**src/inc/afm_map.svh**
```systemverilog
`ifndef AFM_MAP_SVH
`define AFM_MAP_SVH
// register byte offsets
`define AFM_OFF_MODE_CONTROL 12'h000
`define AFM_OFF_ADDR_CONTROL 12'h004
`define AFM_OFF_CONFIG_CONTROL 12'h008
`define AFM_OFF_CLIP_CONTROL 12'h00c
`define AFM_OFF_MAP 12'h010
`define AFM_OFF_STATUS 12'h014
`define AFM_OFF_LOAD_STATUS 12'h018
`define AFM_OFF_PINS 12'h01c
// mode_control_reg fields
`define AFM_MODE_PAIR_A_LSB 0
`define AFM_MODE_PAIR_B_LSB 2
`define AFM_MODE_STANDBY 4
// map register fields
`define AFM_MAP_COMP_LSB 0
`define AFM_MAP_CLIP_SEL 3
`define AFM_MAP_WARN 4
`define AFM_MAP_SHUT 5
`define AFM_MAP_LOAD 6
`define AFM_MAP_SUPPLY 7
// config_control_reg fields
`define AFM_CFG_PAR_LSB 0
`define AFM_CFG_ADDR_KEEP 2
// clip_control_reg fields
`define AFM_CLIP_CAL 0
// status fields (active low flags)
`define AFM_ST_PUMP 0
`define AFM_ST_LOW 1
`define AFM_ST_HIGH 2
`define AFM_ST_OC 3
`define AFM_ST_WARN 4
`define AFM_ST_SHUT 5
// reset values
`define AFM_RST_MODE 32'h0000_0010
`define AFM_RST_MAP 32'h0000_0000
`define AFM_RST_CFG 32'h0000_0004
`define AFM_RST_CLIP 32'h0000_0000
`define AFM_RST_ADDR 32'h0000_0000
`endif

```
**src/inc/afm_pkg.sv**
```systemverilog
package afm_pkg;
	typedef enum logic [1:0] {
		AFM_PAIR_TRISTATE = 2'b00,
		AFM_PAIR_MUTE = 2'b01,
		AFM_PAIR_RSVD = 2'b10,
		AFM_PAIR_PLAY = 2'b11
	} afm_pair_e;
	typedef enum logic [1:0] {
		AFM_PAR_FOUR = 2'b00,
		AFM_PAR_21_A = 2'b01,
		AFM_PAR_21_B = 2'b10,
		AFM_PAR_TWO = 2'b11
	} afm_par_e;
	typedef logic [1:0] afm_addr_t;
	typedef logic [2:0] afm_comp_t;
	typedef logic [3:0] afm_chan_t;
endpackage

```
**src/rtl/afm_fault_seq.sv**
```systemverilog
// Added by the designer: the AXI4-Lite slave port and the placing of the registers.
`timescale 1ns/10ps
`include "afm_map.svh"
// Operation
// - pump flag stays low until hold voltage recovers above release level
// - supply low: outputs tri-stated, flag low, fault line asserted
// - supply high: flag low, fault asserted, standby latched after it ends
// - clip output is open-drain clipping indicator
// - fault line covers high, low supply, thermal warn, shutdown, overcurrent
// - clip pin select makes shared pin mute input or clip output
// - two bits route thermal warning and shutdown onto fault line
// - supply fault route enable routes high, low, overcurrent to fault
// - load route enable sends load results to clip output
// - three-bit compensation field selects integrator capacitor setting
// - two-bit address field picks one of four alternative addresses
// - new address active only after default address keep bit written 0
// - pair mode 00 tri-state, 01 mute, 11 play
// - parallel select picks four-channel, 2.1 or two-channel operation
// - with load routing, clip output is NOR of load bits
// - hold voltage below lower level sets pump flag and tri-states
module afm_fault_seq (
	// clock and reset
	input wire logic CORE_CLK,
	input wire logic RESET,
	// axi4-lite write address
	input wire logic [11:0] AWADDR,
	input wire logic AWVALID,
	output logic AWREADY,
	// axi4-lite write data
	input wire logic [31:0] WDATA,
	input wire logic [3:0] WSTRB,
	input wire logic WVALID,
	output logic WREADY,
	// axi4-lite write response
	output logic [1:0] BRESP,
	output logic BVALID,
	input wire logic BREADY,
	// axi4-lite read
	input wire logic [11:0] ARADDR,
	input wire logic ARVALID,
	output logic ARREADY,
	output logic [31:0] RDATA,
	output logic [1:0] RRESP,
	output logic RVALID,
	input wire logic RREADY,
	// analog monitor comparators (asynchronous)
	input wire logic HOLD_BELOW_LOW,
	input wire logic HOLD_ABOVE_RELEASE,
	input wire logic SUPPLY_LOW,
	input wire logic SUPPLY_HIGH,
	input wire logic OVERCURRENT,
	input wire logic THERMAL_WARN,
	input wire logic THERMAL_SHUTDOWN,
	input wire logic [3:0] CLIP_DETECT,
	input wire logic [3:0] LOAD_DETECT,
	// pins
	input wire logic ENABLE_PIN,
	input wire logic MUTE_OR_CLIP_PIN_IN,
	output logic MUTE_OR_CLIP_PIN_OUT,
	output logic MUTE_OR_CLIP_PIN_OE_N,
	output logic CLIP_OUT_N_OUT,
	output logic CLIP_OUT_N_OE_N,
	output logic FAULT_OUT_N_OUT,
	output logic FAULT_OUT_N_OE_N,
	// amplifier control
	output logic [1:0] PAIR_A_MODE,
	output logic [1:0] PAIR_B_MODE,
	output logic OUTPUTS_TRISTATE,
	output logic STANDBY,
	output logic MUTE_REQUEST,
	output logic [3:0] PARALLEL_CONFIG,
	output logic [2:0] COMP_SELECT,
	output logic [1:0] BUS_ADDRESS
);
	import afm_pkg::*;

	logic [10:0] sync1_reg;
	logic [10:0] sync2_reg;
	logic [7:0] load_s1_reg;
	logic [7:0] load_s2_reg;
	logic en_s1_reg;
	logic en_s2_reg;
	logic en_prev_reg;
	logic mp_s1_reg;
	logic mp_s2_reg;
	logic [31:0] mode_control_reg;
	logic [31:0] addr_control_reg;
	logic [31:0] config_control_reg;
	logic [31:0] clip_control_reg;
	logic [31:0] map_reg;
	logic pump_undervolt_flag;
	logic high_latched_reg;
	logic strap_reg;
	logic aw_got_reg;
	logic w_got_reg;
	logic [11:0] aw_addr_reg;
	logic [31:0] w_data_reg;
	logic [3:0] w_strb_reg;
	logic [5:0] status_flags;
	logic [31:0] rd_next;
	logic rd_ok;
	logic wr_go;
	logic wr_ok;
	logic fault_next;
	logic clip_next;
	logic [3:0] clip_s;
	logic [3:0] load_s;
	logic hold_low_s;
	logic hold_rel_s;
	logic sup_low_s;
	logic sup_high_s;
	logic oc_s;
	logic warn_s;
	logic shut_s;
	logic clip_sel;

	function automatic logic [31:0] merge(input logic [31:0] old,
		input logic [31:0] data, input logic [3:0] strb);
		logic [31:0] r;
		r = old;
		for (int i = 0; i < 4; i++) begin
			if (strb[i]) begin
				r[i*8 +: 8] = data[i*8 +: 8];
			end
		end
		return r;
	endfunction

	function automatic logic [3:0] par_map(input afm_par_e p);
		unique case (p)
			AFM_PAR_FOUR: par_map = 4'h0;
			AFM_PAR_21_A: par_map = 4'h1;
			AFM_PAR_21_B: par_map = 4'h2;
			AFM_PAR_TWO: par_map = 4'h3;
		endcase
	endfunction

	// two-stage synchronisers
	always_ff @(posedge CORE_CLK) begin
		sync1_reg <= {SUPPLY_LOW, SUPPLY_HIGH, OVERCURRENT, THERMAL_WARN,
			THERMAL_SHUTDOWN, HOLD_BELOW_LOW, HOLD_ABOVE_RELEASE,
			ENABLE_PIN, MUTE_OR_CLIP_PIN_IN, 2'b00};
		sync2_reg <= sync1_reg;
		load_s1_reg <= {CLIP_DETECT, LOAD_DETECT};
		load_s2_reg <= load_s1_reg;
	end
	assign {sup_low_s, sup_high_s, oc_s, warn_s, shut_s, hold_low_s,
		hold_rel_s} = sync2_reg[10:4];
	assign clip_s = load_s2_reg[7:4];
	assign load_s = load_s2_reg[3:0];
	always_ff @(posedge CORE_CLK) begin
		en_s1_reg <= sync2_reg[3];
		mp_s1_reg <= sync2_reg[2];
	end
	assign en_s2_reg = en_s1_reg;
	assign mp_s2_reg = mp_s1_reg;

	// address strap caught on enable rising
	always_ff @(posedge CORE_CLK) begin
		if (RESET) begin
			en_prev_reg <= 1'b0;
			strap_reg <= 1'b0;
		end else begin
			en_prev_reg <= en_s2_reg;
			if (en_s2_reg && !en_prev_reg) begin
				strap_reg <= mp_s2_reg;
			end
		end
	end

	// charge pump undervoltage flag with hysteresis
	always_ff @(posedge CORE_CLK) begin
		if (RESET) begin
			pump_undervolt_flag <= 1'b0;
		end else if (hold_low_s) begin
			pump_undervolt_flag <= 1'b1;
		end else if (hold_rel_s) begin
			pump_undervolt_flag <= 1'b0;
		end
	end

	// active-low status word
	assign status_flags[`AFM_ST_PUMP] = !pump_undervolt_flag;
	assign status_flags[`AFM_ST_LOW] = !sup_low_s;
	assign status_flags[`AFM_ST_HIGH] = !sup_high_s;
	assign status_flags[`AFM_ST_OC] = !oc_s;
	assign status_flags[`AFM_ST_WARN] = !warn_s;
	assign status_flags[`AFM_ST_SHUT] = !shut_s;

	// axi4-lite write path
	assign wr_go = aw_got_reg && w_got_reg && !BVALID;
	always_comb begin
		unique case (aw_addr_reg)
			`AFM_OFF_MODE_CONTROL, `AFM_OFF_ADDR_CONTROL,
			`AFM_OFF_CONFIG_CONTROL, `AFM_OFF_CLIP_CONTROL,
			`AFM_OFF_MAP: wr_ok = 1'b1;
			default: wr_ok = 1'b0;
		endcase
	end
	always_ff @(posedge CORE_CLK) begin
		if (RESET) begin
			AWREADY <= 1'b0;
			WREADY <= 1'b0;
			aw_got_reg <= 1'b0;
			w_got_reg <= 1'b0;
			aw_addr_reg <= 12'h000;
			w_data_reg <= 32'h0000_0000;
			w_strb_reg <= 4'h0;
			BVALID <= 1'b0;
			BRESP <= 2'b00;
		end else begin
			AWREADY <= !aw_got_reg && !AWREADY && AWVALID;
			WREADY <= !w_got_reg && !WREADY && WVALID;
			if (AWVALID && AWREADY) begin
				aw_got_reg <= 1'b1;
				aw_addr_reg <= {AWADDR[11:2], 2'b00};
			end
			if (WVALID && WREADY) begin
				w_got_reg <= 1'b1;
				w_data_reg <= WDATA;
				w_strb_reg <= WSTRB;
			end
			if (wr_go) begin
				aw_got_reg <= 1'b0;
				w_got_reg <= 1'b0;
				BVALID <= 1'b1;
				BRESP <= wr_ok ? 2'b00 : 2'b10;
			end else if (BVALID && BREADY) begin
				BVALID <= 1'b0;
			end
		end
	end

	// control registers
	always_ff @(posedge CORE_CLK) begin
		if (RESET) begin
			mode_control_reg <= `AFM_RST_MODE;
			addr_control_reg <= `AFM_RST_ADDR;
			config_control_reg <= `AFM_RST_CFG;
			clip_control_reg <= `AFM_RST_CLIP;
			map_reg <= `AFM_RST_MAP;
		end else begin
			if (wr_go && aw_addr_reg == `AFM_OFF_MODE_CONTROL) begin
				mode_control_reg <= merge(mode_control_reg, w_data_reg,
					w_strb_reg) & 32'h0000_001f;
			end
			if (sup_high_s) begin
				mode_control_reg[`AFM_MODE_STANDBY] <= 1'b1;
			end
			if (wr_go && aw_addr_reg == `AFM_OFF_ADDR_CONTROL) begin
				addr_control_reg <= merge(addr_control_reg, w_data_reg,
					w_strb_reg) & 32'h0000_0003;
			end
			if (wr_go && aw_addr_reg == `AFM_OFF_CONFIG_CONTROL) begin
				config_control_reg <= merge(config_control_reg,
					w_data_reg, w_strb_reg) & 32'h0000_0007;
			end
			if (wr_go && aw_addr_reg == `AFM_OFF_CLIP_CONTROL) begin
				clip_control_reg <= merge(clip_control_reg, w_data_reg,
					w_strb_reg) & 32'h0000_0001;
			end
			if (wr_go && aw_addr_reg == `AFM_OFF_MAP) begin
				map_reg <= merge(map_reg, w_data_reg, w_strb_reg) &
					32'h0000_00ff;
			end
		end
	end

	// axi4-lite read path
	always_comb begin
		rd_ok = 1'b1;
		unique case ({ARADDR[11:2], 2'b00})
			`AFM_OFF_MODE_CONTROL: rd_next = mode_control_reg;
			`AFM_OFF_ADDR_CONTROL: rd_next = addr_control_reg;
			`AFM_OFF_CONFIG_CONTROL: rd_next = config_control_reg;
			`AFM_OFF_CLIP_CONTROL: rd_next = clip_control_reg;
			`AFM_OFF_MAP: rd_next = map_reg;
			`AFM_OFF_STATUS: rd_next = {26'h0, status_flags};
			`AFM_OFF_LOAD_STATUS: rd_next = {24'h0, clip_s, load_s};
			`AFM_OFF_PINS: rd_next = {29'h0, strap_reg, en_s2_reg,
				high_latched_reg};
			default: begin
				rd_next = 32'h0000_0000;
				rd_ok = 1'b0;
			end
		endcase
	end
	always_ff @(posedge CORE_CLK) begin
		if (RESET) begin
			ARREADY <= 1'b0;
			RVALID <= 1'b0;
			RDATA <= 32'h0000_0000;
			RRESP <= 2'b00;
		end else begin
			ARREADY <= ARVALID && !ARREADY && !RVALID;
			if (ARVALID && ARREADY) begin
				RVALID <= 1'b1;
				RDATA <= rd_next;
				RRESP <= rd_ok ? 2'b00 : 2'b10;
			end else if (RVALID && RREADY) begin
				RVALID <= 1'b0;
			end
		end
	end

	// overvoltage seen since last standby clear
	always_ff @(posedge CORE_CLK) begin
		if (RESET) begin
			high_latched_reg <= 1'b0;
		end else if (sup_high_s) begin
			high_latched_reg <= 1'b1;
		end else if (!mode_control_reg[`AFM_MODE_STANDBY]) begin
			high_latched_reg <= 1'b0;
		end
	end

	// fault and clip line composition
	assign clip_sel = map_reg[`AFM_MAP_CLIP_SEL];
	always_comb begin
		fault_next = (map_reg[`AFM_MAP_SUPPLY] &&
			(sup_high_s || sup_low_s || oc_s)) ||
			(map_reg[`AFM_MAP_WARN] && warn_s) ||
			(map_reg[`AFM_MAP_SHUT] && shut_s);
		if (map_reg[`AFM_MAP_LOAD]) begin
			clip_next = |load_s;
		end else begin
			clip_next = |clip_s;
		end
	end

	// pin and control outputs
	always_ff @(posedge CORE_CLK) begin
		if (RESET) begin
			FAULT_OUT_N_OUT <= 1'b0;
			FAULT_OUT_N_OE_N <= 1'b1;
			CLIP_OUT_N_OUT <= 1'b0;
			CLIP_OUT_N_OE_N <= 1'b1;
			MUTE_OR_CLIP_PIN_OUT <= 1'b0;
			MUTE_OR_CLIP_PIN_OE_N <= 1'b1;
			MUTE_REQUEST <= 1'b0;
			PAIR_A_MODE <= AFM_PAIR_TRISTATE;
			PAIR_B_MODE <= AFM_PAIR_TRISTATE;
			OUTPUTS_TRISTATE <= 1'b1;
			STANDBY <= 1'b1;
			PARALLEL_CONFIG <= 4'h0;
			COMP_SELECT <= 3'h0;
			BUS_ADDRESS <= 2'h0;
		end else begin
			FAULT_OUT_N_OE_N <= !fault_next;
			CLIP_OUT_N_OE_N <= !(clip_next && !(map_reg[`AFM_MAP_LOAD] &&
				1'b0));
			MUTE_OR_CLIP_PIN_OE_N <= !(clip_sel && |clip_s);
			MUTE_REQUEST <= !clip_sel && !mp_s2_reg;
			PAIR_A_MODE <= mode_control_reg[`AFM_MODE_PAIR_A_LSB +: 2];
			PAIR_B_MODE <= mode_control_reg[`AFM_MODE_PAIR_B_LSB +: 2];
			OUTPUTS_TRISTATE <= sup_low_s || pump_undervolt_flag ||
				shut_s || mode_control_reg[`AFM_MODE_STANDBY] ||
				!en_s2_reg;
			STANDBY <= mode_control_reg[`AFM_MODE_STANDBY] || !en_s2_reg;
			PARALLEL_CONFIG <= par_map(afm_par_e'(
				config_control_reg[`AFM_CFG_PAR_LSB +: 2]));
			COMP_SELECT <= map_reg[`AFM_MAP_COMP_LSB +: 3];
			if (config_control_reg[`AFM_CFG_ADDR_KEEP]) begin
				BUS_ADDRESS <= {1'b0, strap_reg};
			end else begin
				BUS_ADDRESS <= addr_control_reg[1:0];
			end
		end
	end
endmodule

```
**config.mk**
```make
export PLATFORM = sky130hd
export DESIGN_NAME = afm_fault_seq
export DESIGN_NICKNAME = d
export VERILOG_FILES = /design/src/inc/afm_pkg.sv /design/src/rtl/afm_fault_seq.sv
export VERILOG_INCLUDE_DIRS = /design/src /design/src/inc
export SDC_FILE = /design/constraint.sdc
export NUM_CORES = 1
export LEC_CHECK = 0
export BUFFER_PORTS_ARGS = -buffer_cell sky130_fd_sc_hd__buf_2
export CAP_MARGIN = 15
export CORE_MARGIN = 2
export CORE_UTILIZATION = 44
export DETAILED_ROUTE_END_ITERATION = 12
export PLACE_DENSITY = 0.75
export SLEW_MARGIN = 20
export SYNTH_ARGS = -nofsm -noshare
export SYNTH_HDL_FRONTEND = slang
export SYNTH_SLANG_ARGS = --single-unit
```
**constraint.sdc**
```tcl
create_clock -name CORE_CLK -period 1.44 [get_ports CORE_CLK]
set_input_delay 0.144 -clock CORE_CLK [delete_from_list [all_inputs] [get_ports CORE_CLK]]
set_output_delay 0.144 -clock CORE_CLK [all_outputs]
set_load 0.01 [all_outputs]
```
# ---- After elaboration in Yosys (flattened, before gate mapping)
# Cells that the tools add are included.
dict set report op_classes {
  n_eq_ne 15
  n_reduce_logical 71
  mux 16
}
# operator count
set op_table {}
lappend op_table {{$pmux 8 s8} 1}
lappend op_table {{$eq 10x3->1 const B} 5}
lappend op_table {{$eq 10x2->1 const B} 4}
lappend op_table {{$logic_and 1x1->1} 24}
lappend op_table {{$eq 10x1->1 const B} 2}
lappend op_table {{$logic_not 1->1} 20}
lappend op_table {{$pmux 4 s4} 1}
lappend op_table {{$logic_not 12->1} 1}
lappend op_table {{$mux 1} 12}
lappend op_table {{$logic_not 10->1} 1}
lappend op_table {{$reduce_and 2->1} 5}
lappend op_table {{$logic_or 1x1->1} 9}
lappend op_table {{$reduce_or 4->1} 2}
lappend op_table {{$reduce_or 8->1} 1}
lappend op_table {{$reduce_bool 2->1} 3}
lappend op_table {{$reduce_or 2->1} 3}
lappend op_table {{$reduce_or 5->1} 1}
lappend op_table {{$eq 2x2->1 const B} 2}
lappend op_table {{$mux 2} 2}
lappend op_table {{$eq 2x1->1 const B} 1}
lappend op_table {{$logic_not 2->1} 1}
lappend op_table {{$ne 2x2->1 const B} 1}
dict set report word_totals {
  wordCells 143
  input_bits 84
  output_inout_bits 63
  ff_bits 140
}

# ---- Logic depth before layout (Yosys ltp)
# Gate-level depths: netlist of run 1.
dict set report logic_depth {
  ltp_word 6
  mapped_depth 6
  depth_no_buf 4
}

# ---- Worst setup path after synthesis of run 1
# No wires, ideal clock.
dict set report synth_timing {
  path_kind {reg-to-reg}
  from {reg aw_addr_reg[8]}
  to {reg clip_control_reg[0]}
  slack_ns -0.018
  setup_ns 0.121
  arrival_ns 1.336
  n_path_buf 0
  period_less_slack_ns 1.458
  required_time_ns 1.319
  path_stages_with_launch 5
  cell_sequence {dfxtp_1 -> nor4_4 -> nand3_1 -> or4_1 -> mux2i_1}
}
dict set report synth_between {
  elab_chain_len 3
}
# item line_no
set synth_rtl {}
lappend synth_rtl {{start: declaration} afm_fault_seq.sv:96} ;# logic [11:0] aw_addr_reg;
lappend synth_rtl {{start signal: assignment} afm_fault_seq.sv:216} ;# aw_addr_reg <= {AWADDR[11:2], 2'b00};
lappend synth_rtl {{$eq 10x2->1} -}
lappend synth_rtl {{$logic_and 1x1->1 (no source line)} -}
lappend synth_rtl {{$reduce_and 2->1 (no source line)} -}
lappend synth_rtl {{end signal: assignment} afm_fault_seq.sv:240} ;# clip_control_reg <= `AFM_RST_CLIP;
lappend synth_rtl {{end signal: assignment} afm_fault_seq.sv:259} ;# clip_control_reg <= merge(clip_control_reg, w_data_reg,
lappend synth_rtl {{end: declaration} afm_fault_seq.sv:89} ;# logic [31:0] clip_control_reg;
# Every way passes these cells.
# A chain may end at the register's enable or synchronous reset.

# ---- Final worst setup path of run 1
dict set report layout_timing {
  from {reg aw_addr_reg[9]}
  to {reg clip_control_reg[0]}
}
# Same word-level chain as after synthesis.

==> flow_summary.ini, run 1 <==
[status]
outcome = finished with violations
violations = negative setup slack

[timing]
setup_tns_ps = -396
finalMaxSlewViolations = 0
hold_viol_final = 0
rsz0062_at_grt = true
fmax_ghz = 0.664
finalWorstSetupSlack_ps = -67.0
skew_ps = 10.6
setup_viol = 12
min_period_ps = 1510
fin_crit_sh_pct = 105

[yosys]
synthesis.area_mm2 = 0.00400
ys_seq_elements = 112
ys.flop_type = dfxtp_1
yosysWarnings = 0
synth_top_area_share_pct = 56.1
async_reset_ff_share_pct = 0
synth_edf_count = 0
syn_area_per_cell_um2 = 9.72
ys_types = 47
post-synth-top-area-cell = dfxtp_1
synthTopCellsByArea = dfxtp_1 (56%), buf_4 (6.4%), nand2_1 (5.5%), a21oi_1 (4.1%), mux2i_1 (4.0%)
seq_area_frac_synth_pct = 56.1
syn_inst = 411

[floorplan]
die_w_um = 99.3
row_count = 34
chipHeight_um = 99.3
start_util_pct = 45.6
ios = 147
die-area_mm2 = 0.00986
core-area_mm2 = 0.00876

[critical_path]
crit_path_end = clip_control_reg[0]
crit_buf_inv = 0
critPathSlowestCell = or4_1
cpLargestDelayFamily = simple AND/OR/NAND/NOR gates
slowest_delay_ps = 450
path_class = reg2reg
ff2ff_setup_slack_ps = -70
crit_chain = nor4_4 -> nand3_2 -> or4_1 -> mux2i_1
cp_max_fo = 3
path_depth = 4
arrival_ps = 1770
critPathCaptureType = flop
r2r_end = clip_control_reg[0]
crit_path_start = aw_addr_reg[9]
cp-start-kind = flop
r2r-start = aw_addr_reg[9]
worstPathRequired_ps = 1710
reg2reg_depth = 4

[clocking]
insertion_delay_ps = 380
cts.clk_slew.worst_paths_ps = 110
cts.htree.levels = 3
cts_buffers = 9
cts_root_buf = clkbuf_8
clock_sinks = 112
cts_tree = yes
cts_buffer_depth = 2

[placed_design]
routabilityCongestion = 0.832
place_area_mm2 = 0.00445
hpwl_mm = 6.16
port_buffers = 84

[cells_and_area]
largest_reg_flops = 10
nets = 616
final_core_util_pct = 57.2
layout-drive-gt1-share_pct = 26.8
final_area_mm2 = 0.00502
syn2layout_area_growth_pct = 25.5
n_antenna_cell = 0

[global_route]
grt_usage_pct = 17.2
antenna_found_initial = 0
grt_pass1_vias = 2905
grt_first_pass_wirelength_mm = 13.6
grt_max_degree = 39
gr-total-overflow = 0

[routing]
via_count = 3126
detail_route.iter0.violations = 163
ant_nets = 0
first_pass_iters = 4
wirelength_mm = 8.53
drcViolationCount = 0
wl_per_cell_um = 13.2
viasPerCell = 4.85

[power_and_ir_drop]
irDropWorstVdd_v = 0.000711
p_leak_uw = 0.00211
powerDensity_mw_per_mm2 = 1100

[worst_hold_path]
hold_class = in2reg

[run]
maxCapViolations = 0
==> cell type report <==
type / count / area, µm²
multi-input cells: 270 / 1560
well taps: 108 / 135
repair buffers: 129 / 837
clock buffers: 9 / 124
clock inverters: 7 / 80.1
fillers: 766 / 3750
flip-flops and latches: 112 / 2240
inverters: 10 / 37.5
==> through the flow <==
stage | total power (µW) | std cells | hold WS (ps) | setup WS [ps]
finish | 5530 | 645 | 13.4 | -67.0
global route | 5760 | 645 | 13.1 | -165
CTS | 5560 | 644 | 0.349 | -77.4
detailed placement | 3650 | 601 | 248 | -159
global placement | 3640 | 601 | 247 | -124
floorplan | 3570 | 441 | 172 | -13.5
==> cell families (layout without fill, tap and decap cells) <==
kind of cell           Yosys count  count (layout)  share of synthesized area (%)
AO/OA/AOI/OAI                   76              76                           10.9
buffers and inverters           59             155                           9.58
AND/OR/NAND/NOR                145             145                           18.4
multiplexers                    18              18                           4.85
other                            1              31                         0.0938
flip-flops                     112             112                           56.1
==> timing repair <==
action	CTS	global route
pin swaps	2	8
hold buffers	26	1
endpoints found under the hold margin	26	1
setup buffers	1	0
setup endpoints to repair	17	16
gates resized for setup	11	24
==> synth_stat cells (all sizes together), types with 3 or more instances <==
cell / n
a211oi: 4
a21oi: 33
a31oi: 3
and2: 5
and3: 3
buf: 41
clkbuf: 8
dfxtp: 112
inv: 9
mux2i: 16
nand2: 60
nand2b: 4
nand3: 14
nand4: 3
nor2: 23
nor2b: 9
nor3: 8
nor4: 4
nor4b: 3
o21ai: 25
or4: 4
==> how the worst min path moves through the flow <==
stage,from,to,slack (ps),cells past startpoint
3_3_place_gp,OVERCURRENT,sync1_reg[8],250,1
4_1_cts,WDATA[6],w_data_reg[6],0.3,3
3_5_place_dp,CLIP_DETECT[0],load_s1_reg[4],250,1
2_1_floorplan,LOAD_DETECT[0],load_s1_reg[0],170,0
5_1_grt,WDATA[0],w_data_reg[0],10,3
6_report,WDATA[6],w_data_reg[6],10,3
==> metal layers <==
metal | global-route usage, % | wire length [µm] | vias up
li1 | - | - | 1583
met1 | 22.6 | 3880 | 1410
met2 | 26.8 | 3920 | 115
met3 | 4.29 | 510 | 18
met4 | 8.22 | 225 | 0
met5 | 0 | 0 | -
==> worst register-to-register path, delay by kind of cell, from the launching register on <==
family	cells	cell delay, ps
simple gates	3	910
flops	1	350
mux	1	140
==> cells in the final DEF, fill, tap and decap left out, types with 3 or more instances in the layout <==
master,synthesis,final
buf_2,3,84
dlygate4sd3_1,0,27
nor2_1,23,23
nand2_1,59,55
nor3_1,6,6
or4_1,3,3
nor4b_1,3,3
a31oi_1,3,3
and3_1,3,3
conb_1,1,31
nand2b_1,4,4
clkbuf_8,0,9
a21oi_1,33,29
mux2i_1,16,16
and2_1,5,5
a21oi_2,0,4
nand3_2,0,3
a211oi_1,4,4
nand4_1,3,3
nor2b_1,9,9
o21ai_0,25,12
buf_6,4,3
buf_4,34,15
inv_8,0,3
dfxtp_1,112,110
nand2_2,1,5
nand3_1,14,10
inv_1,9,9
o21ai_1,0,12
==> where the power goes <==
group	internal (µW)	switching, µW
Clock	707	1170
Combinational	187	218
Sequential	3190	52.8
Power figures use the tool's default switching activity.
==> run 2, diff against run 1 <==
--- a/config.mk
+++ b/config.mk
@@ -9,9 +9,8 @@
 export BUFFER_PORTS_ARGS = -buffer_cell sky130_fd_sc_hd__buf_2
 export CAP_MARGIN = 15
 export CORE_MARGIN = 2
-export CORE_UTILIZATION = 44
+export CORE_UTILIZATION = 35
 export DETAILED_ROUTE_END_ITERATION = 12
-export PLACE_DENSITY = 0.75
 export SLEW_MARGIN = 20
 export SYNTH_ARGS = -nofsm -noshare
 export SYNTH_HDL_FRONTEND = slang
==> flow_summary.ini, run 2 (same netlist as run 1, synthesis figures left out) <==
[timing]
setup_viol = 8
tightestPinTransition_ps = 493
finalMaxSlewViolations = 0
fin_crit_sh_pct = 102
rsz0062_at_grt = true
hold_viol_final = 0
min_period_ps = 1470
fmax_ghz = 0.681
skew_ps = 10.2
relSlewSlack_pct = 66.9
finalWorstSetupSlack_ps = -28.3

[clocking]
post_cts_buffers = 0
cts_buffer_depth = 2
cts_root_buf = clkbuf_16
cts_buffers = 9
cts.clk_slew.worst_paths_ps = 80
cts.htree.levels = 3
clock_sinks = 112
cts_tree = yes
insertion_delay_ps = 350

[floorplan]
row_count = 39
ios = 147
core-area_mm2 = 0.0113
die-area_mm2 = 0.0123
start_util_pct = 35.5
chipHeight_um = 111
die_w_um = 111

[cells_and_area]
largest_reg_flops = 10
layout-drive-gt1-share_pct = 27.9
final_common_cell = dfxtp_1
final_cells = 670
syn2layout_area_growth_pct = 27.2
final_cell_mix = dfxtp_1 (110), buf_2 (84), nand2_1 (55)
nets = 606
n_antenna_cell = 0

[status]
outcome = finished with violations
violations = negative setup slack

[placed_design]
dpl.cell_count = 637
port_buffers = 84
place_ws_ps = -167
routabilityCongestion = 0.825
hpwl_mm = 6.27

[critical_path]
path_class = reg2reg
arrival_ps = 1700
cp_max_fo = 3
reg2reg_depth = 4
critPathCaptureType = flop
cp-start-kind = flop
worstPathRequired_ps = 1670

[global_route]
grt_pass1_vias = 2992
grt_first_pass_wirelength_mm = 14.4
grt_usage_pct = 14.5
gr-total-overflow = 0
antenna_found_initial = 0
grt_max_degree = 38

[routing]
viasPerCell = 4.65
wirelength_mm = 8.81
detail_route.iter0.violations = 159
wl_per_cell_um = 13.2
first_pass_iters = 4
ant_nets = 0
drcViolationCount = 0
via_count = 3113

[run]
maxCapViolations = 0

[worst_hold_path]
hold_class = in2reg
holdPathStages = 2

[power_and_ir_drop]
p_leak_uw = 0.00211
powerDensity_mw_per_mm2 = 1210
irDropWorstVdd_v = 0.000785
==> run 2: final timing paths <==
check,from,slack (ps),to
worst max-delay path,aw_addr_reg[8],-30,clip_control_reg[0]
worst max register to register,aw_addr_reg[8],-30,clip_control_reg[0]
worst min-delay path,RESET,20,en_prev_reg
worst min register to register,sync2_reg[3],330,en_s1_reg
==> run 2: routing by layer <==
layer	wire (µm)	share of wire, %	track usage (%)
met4	144	1.6	5.75
met1	4160	47	19.3
met2	4130	47	22.9
met5	0	0	0
met3	377	4.3	3.23
==> run 2: per-stage QoR <==
step           utilization [%]  hold slack [ps]  power [µW]  TNS, ps  instance area (µm²)
3_5_place_dp              39.9              248        3650     -763                 4500
5_1_grt                   45.1             15.0        6420    -1380                 5080
3_3_place_gp              39.9              246        3650     -374                 4500
6_report                  45.1             16.4        6170    -89.0                 5080
2_1_floorplan                -              172        3570    -13.5                 4110
4_1_cts                   44.3            0.173        6210     -177                 5000
==> run 2: where the power goes <==
| part | internal, µW | total (µW) | switching (µW) |
|---|---|---|---|
| clock | 1260 | 2540 | 1280 |
| combinational | 171 | 386 | 215 |
| sequential | 3190 | 3240 | 54.0 |
| total | 4620 | 6170 | 1550 |
==> run 2: timing repair <==
action | in CTS | in global routing
setup endpoints to repair | 10 | 18
hold buffers | 17 | 0
endpoints found under the hold margin | 17 | 0
resized for setup | 5 | 33
pin swaps | 2 | 12
==> run 2: critical path, cell delays in order, from the launching register on <==
cell,delay [ps]
dfxtp_2,340
nor4_4,310
nand3_2,140
or4_1,430
mux2i_1,140
==> run 2: area by class of cell <==
cell class,instances,area (µm²)
well taps,143,179
flip-flops and latches,112,2240
clock buffers,9,225
fillers,1100,6190
clock inverters,7,87.6
repair buffers,119,741
inverters,10,37.5
multi-input cells,270,1570
==> run 3, diff against run 2 <==
--- a/config.mk
+++ b/config.mk
@@ -11,6 +11,7 @@
 export CORE_MARGIN = 2
 export CORE_UTILIZATION = 35
 export DETAILED_ROUTE_END_ITERATION = 12
+export PLACE_DENSITY = 0.69
 export SLEW_MARGIN = 20
 export SYNTH_ARGS = -nofsm -noshare
 export SYNTH_HDL_FRONTEND = slang
==> flow_summary.ini, run 3 (same netlist as run 1, synthesis figures left out) <==
[floorplan]
die-area_mm2 = 0.0123
die_w_um = 111
row_count = 39
core-area_mm2 = 0.0113
start_util_pct = 35.5
chipHeight_um = 111
ios = 147

[cells_and_area]
final_common_cell = dfxtp_1
final_cells = 670
nets = 606
layout-drive-gt1-share_pct = 28.1
final_cell_mix = dfxtp_1 (110), buf_2 (84), nand2_1 (56)
largest_reg_flops = 10
n_antenna_cell = 0
syn2layout_area_growth_pct = 27.8

[critical_path]
critPathCaptureType = flop
arrival_ps = 1790
cp-start-kind = flop
cp_max_fo = 5
path_class = reg2reg
worstPathRequired_ps = 1720

[routing]
wl_per_cell_um = 13.4
via_count = 3174
viasPerCell = 4.74
first_pass_iters = 4
wirelength_mm = 8.97
ant_nets = 0
drcViolationCount = 0
detail_route.iter0.violations = 163

[clocking]
clock_sinks = 112
cts.clk_slew.worst_paths_ps = 80
insertion_delay_ps = 350
cts.htree.levels = 3
cts_buffers = 9
cts_buffer_depth = 2
cts_root_buf = clkbuf_16
cts_tree = yes

[placed_design]
dpl.cell_count = 636
hpwl_mm = 6.53
port_buffers = 84
place_ws_ps = -152
routabilityCongestion = 0.823

[timing]
skew_ps = 10.7
rsz0062_at_grt = true
fin_crit_sh_pct = 105
fmax_ghz = 0.662
finalWorstSetupSlack_ps = -70.3
hold_ws_ps = 19.5
setup_viol = 14
setup_tns_ps = -621
finalMaxSlewViolations = 0
min_period_ps = 1510
hold_viol_final = 0

[status]
outcome = finished with violations
violations = negative setup slack

[power_and_ir_drop]
p_leak_uw = 0.00213
total_power_uw = 6280
irDropWorstVdd_v = 0.000748
powerDensity_mw_per_mm2 = 1230

[global_route]
grt_first_pass_wirelength_mm = 14.8
grt_max_degree = 53
gr-total-overflow = 0
grt_pass1_vias = 3046
grt_usage_pct = 15.0
antenna_found_initial = 0

[run]
maxCapViolations = 0

[worst_hold_path]
hold_class = in2reg
run 3: cell types whose count changed in the layout (fill, tap and decap cells not counted), sizes merged:
cell,change
bufinv,+1
clkinv,+3
clkinvlp,-1
inv,-3
run 3: cell type report:
class | instances | area, µm²
clock buffers | 9 | 225
clock inverters | 7 | 113
fillers | 1076 | 6160
inverters | 10 | 37.5
multi-input cells | 270 | 1560
flip-flops and latches | 112 | 2240
well taps | 143 | 179
repair buffers | 119 | 746
run 3: what timing repair did:
item                                   CTS  global route
setup buffers                            1             0
setup endpoints to repair               19            19
pin swaps                                3             5
endpoints found under the hold margin   17             0
hold buffers                            17             0
resized for setup                       18            20
run 3: worst max-delay path: stages (launching register included):
cell	delay (ps)
dfxtp_2	340
nor4_4	350
buf_4	190
and4_4	230
buf_6	120
nand3_1	90
a21oi_2	130
run 3: path summary, 6_finish.rpt:
check | start | end | slack, ps | cells past startpoint
setup / recovery | aw_addr_reg[8] | map_reg[4] | -70 | 6
hold reg to reg | sync2_reg[2] | mp_s1_reg | 330 | 0
hold / removal | AWADDR[8] | aw_addr_reg[8] | 20 | 3
setup reg to reg | aw_addr_reg[8] | map_reg[4] | -70 | 6
run 3: where the power goes:
part,switching (µW),internal (µW),leakage [µW],total [µW]
logic,218,171,0.00104,390
clock network,1240,1420,0.000161,2650
registers,53.0,3190,0.000921,3240
run 3: stage by stage:
stage | util, % | area (µm²)
2_1_floorplan | - | 4110
3_3_place_gp | 39.9 | 4500
3_5_place_dp | 39.9 | 4500
4_1_cts | 44.9 | 5060
5_1_grt | 45.3 | 5110
6_report | 45.3 | 5110
run 3: routing by layer:
metal  vias up  part of all wire [%]  track usage (%)
met1      1491                    44             18.6
met2       106                    50             24.8
met5         -                     0                0
met3         6                   5.4             4.21
met4         0                   1.2             6.00
li1       1571                     -                -
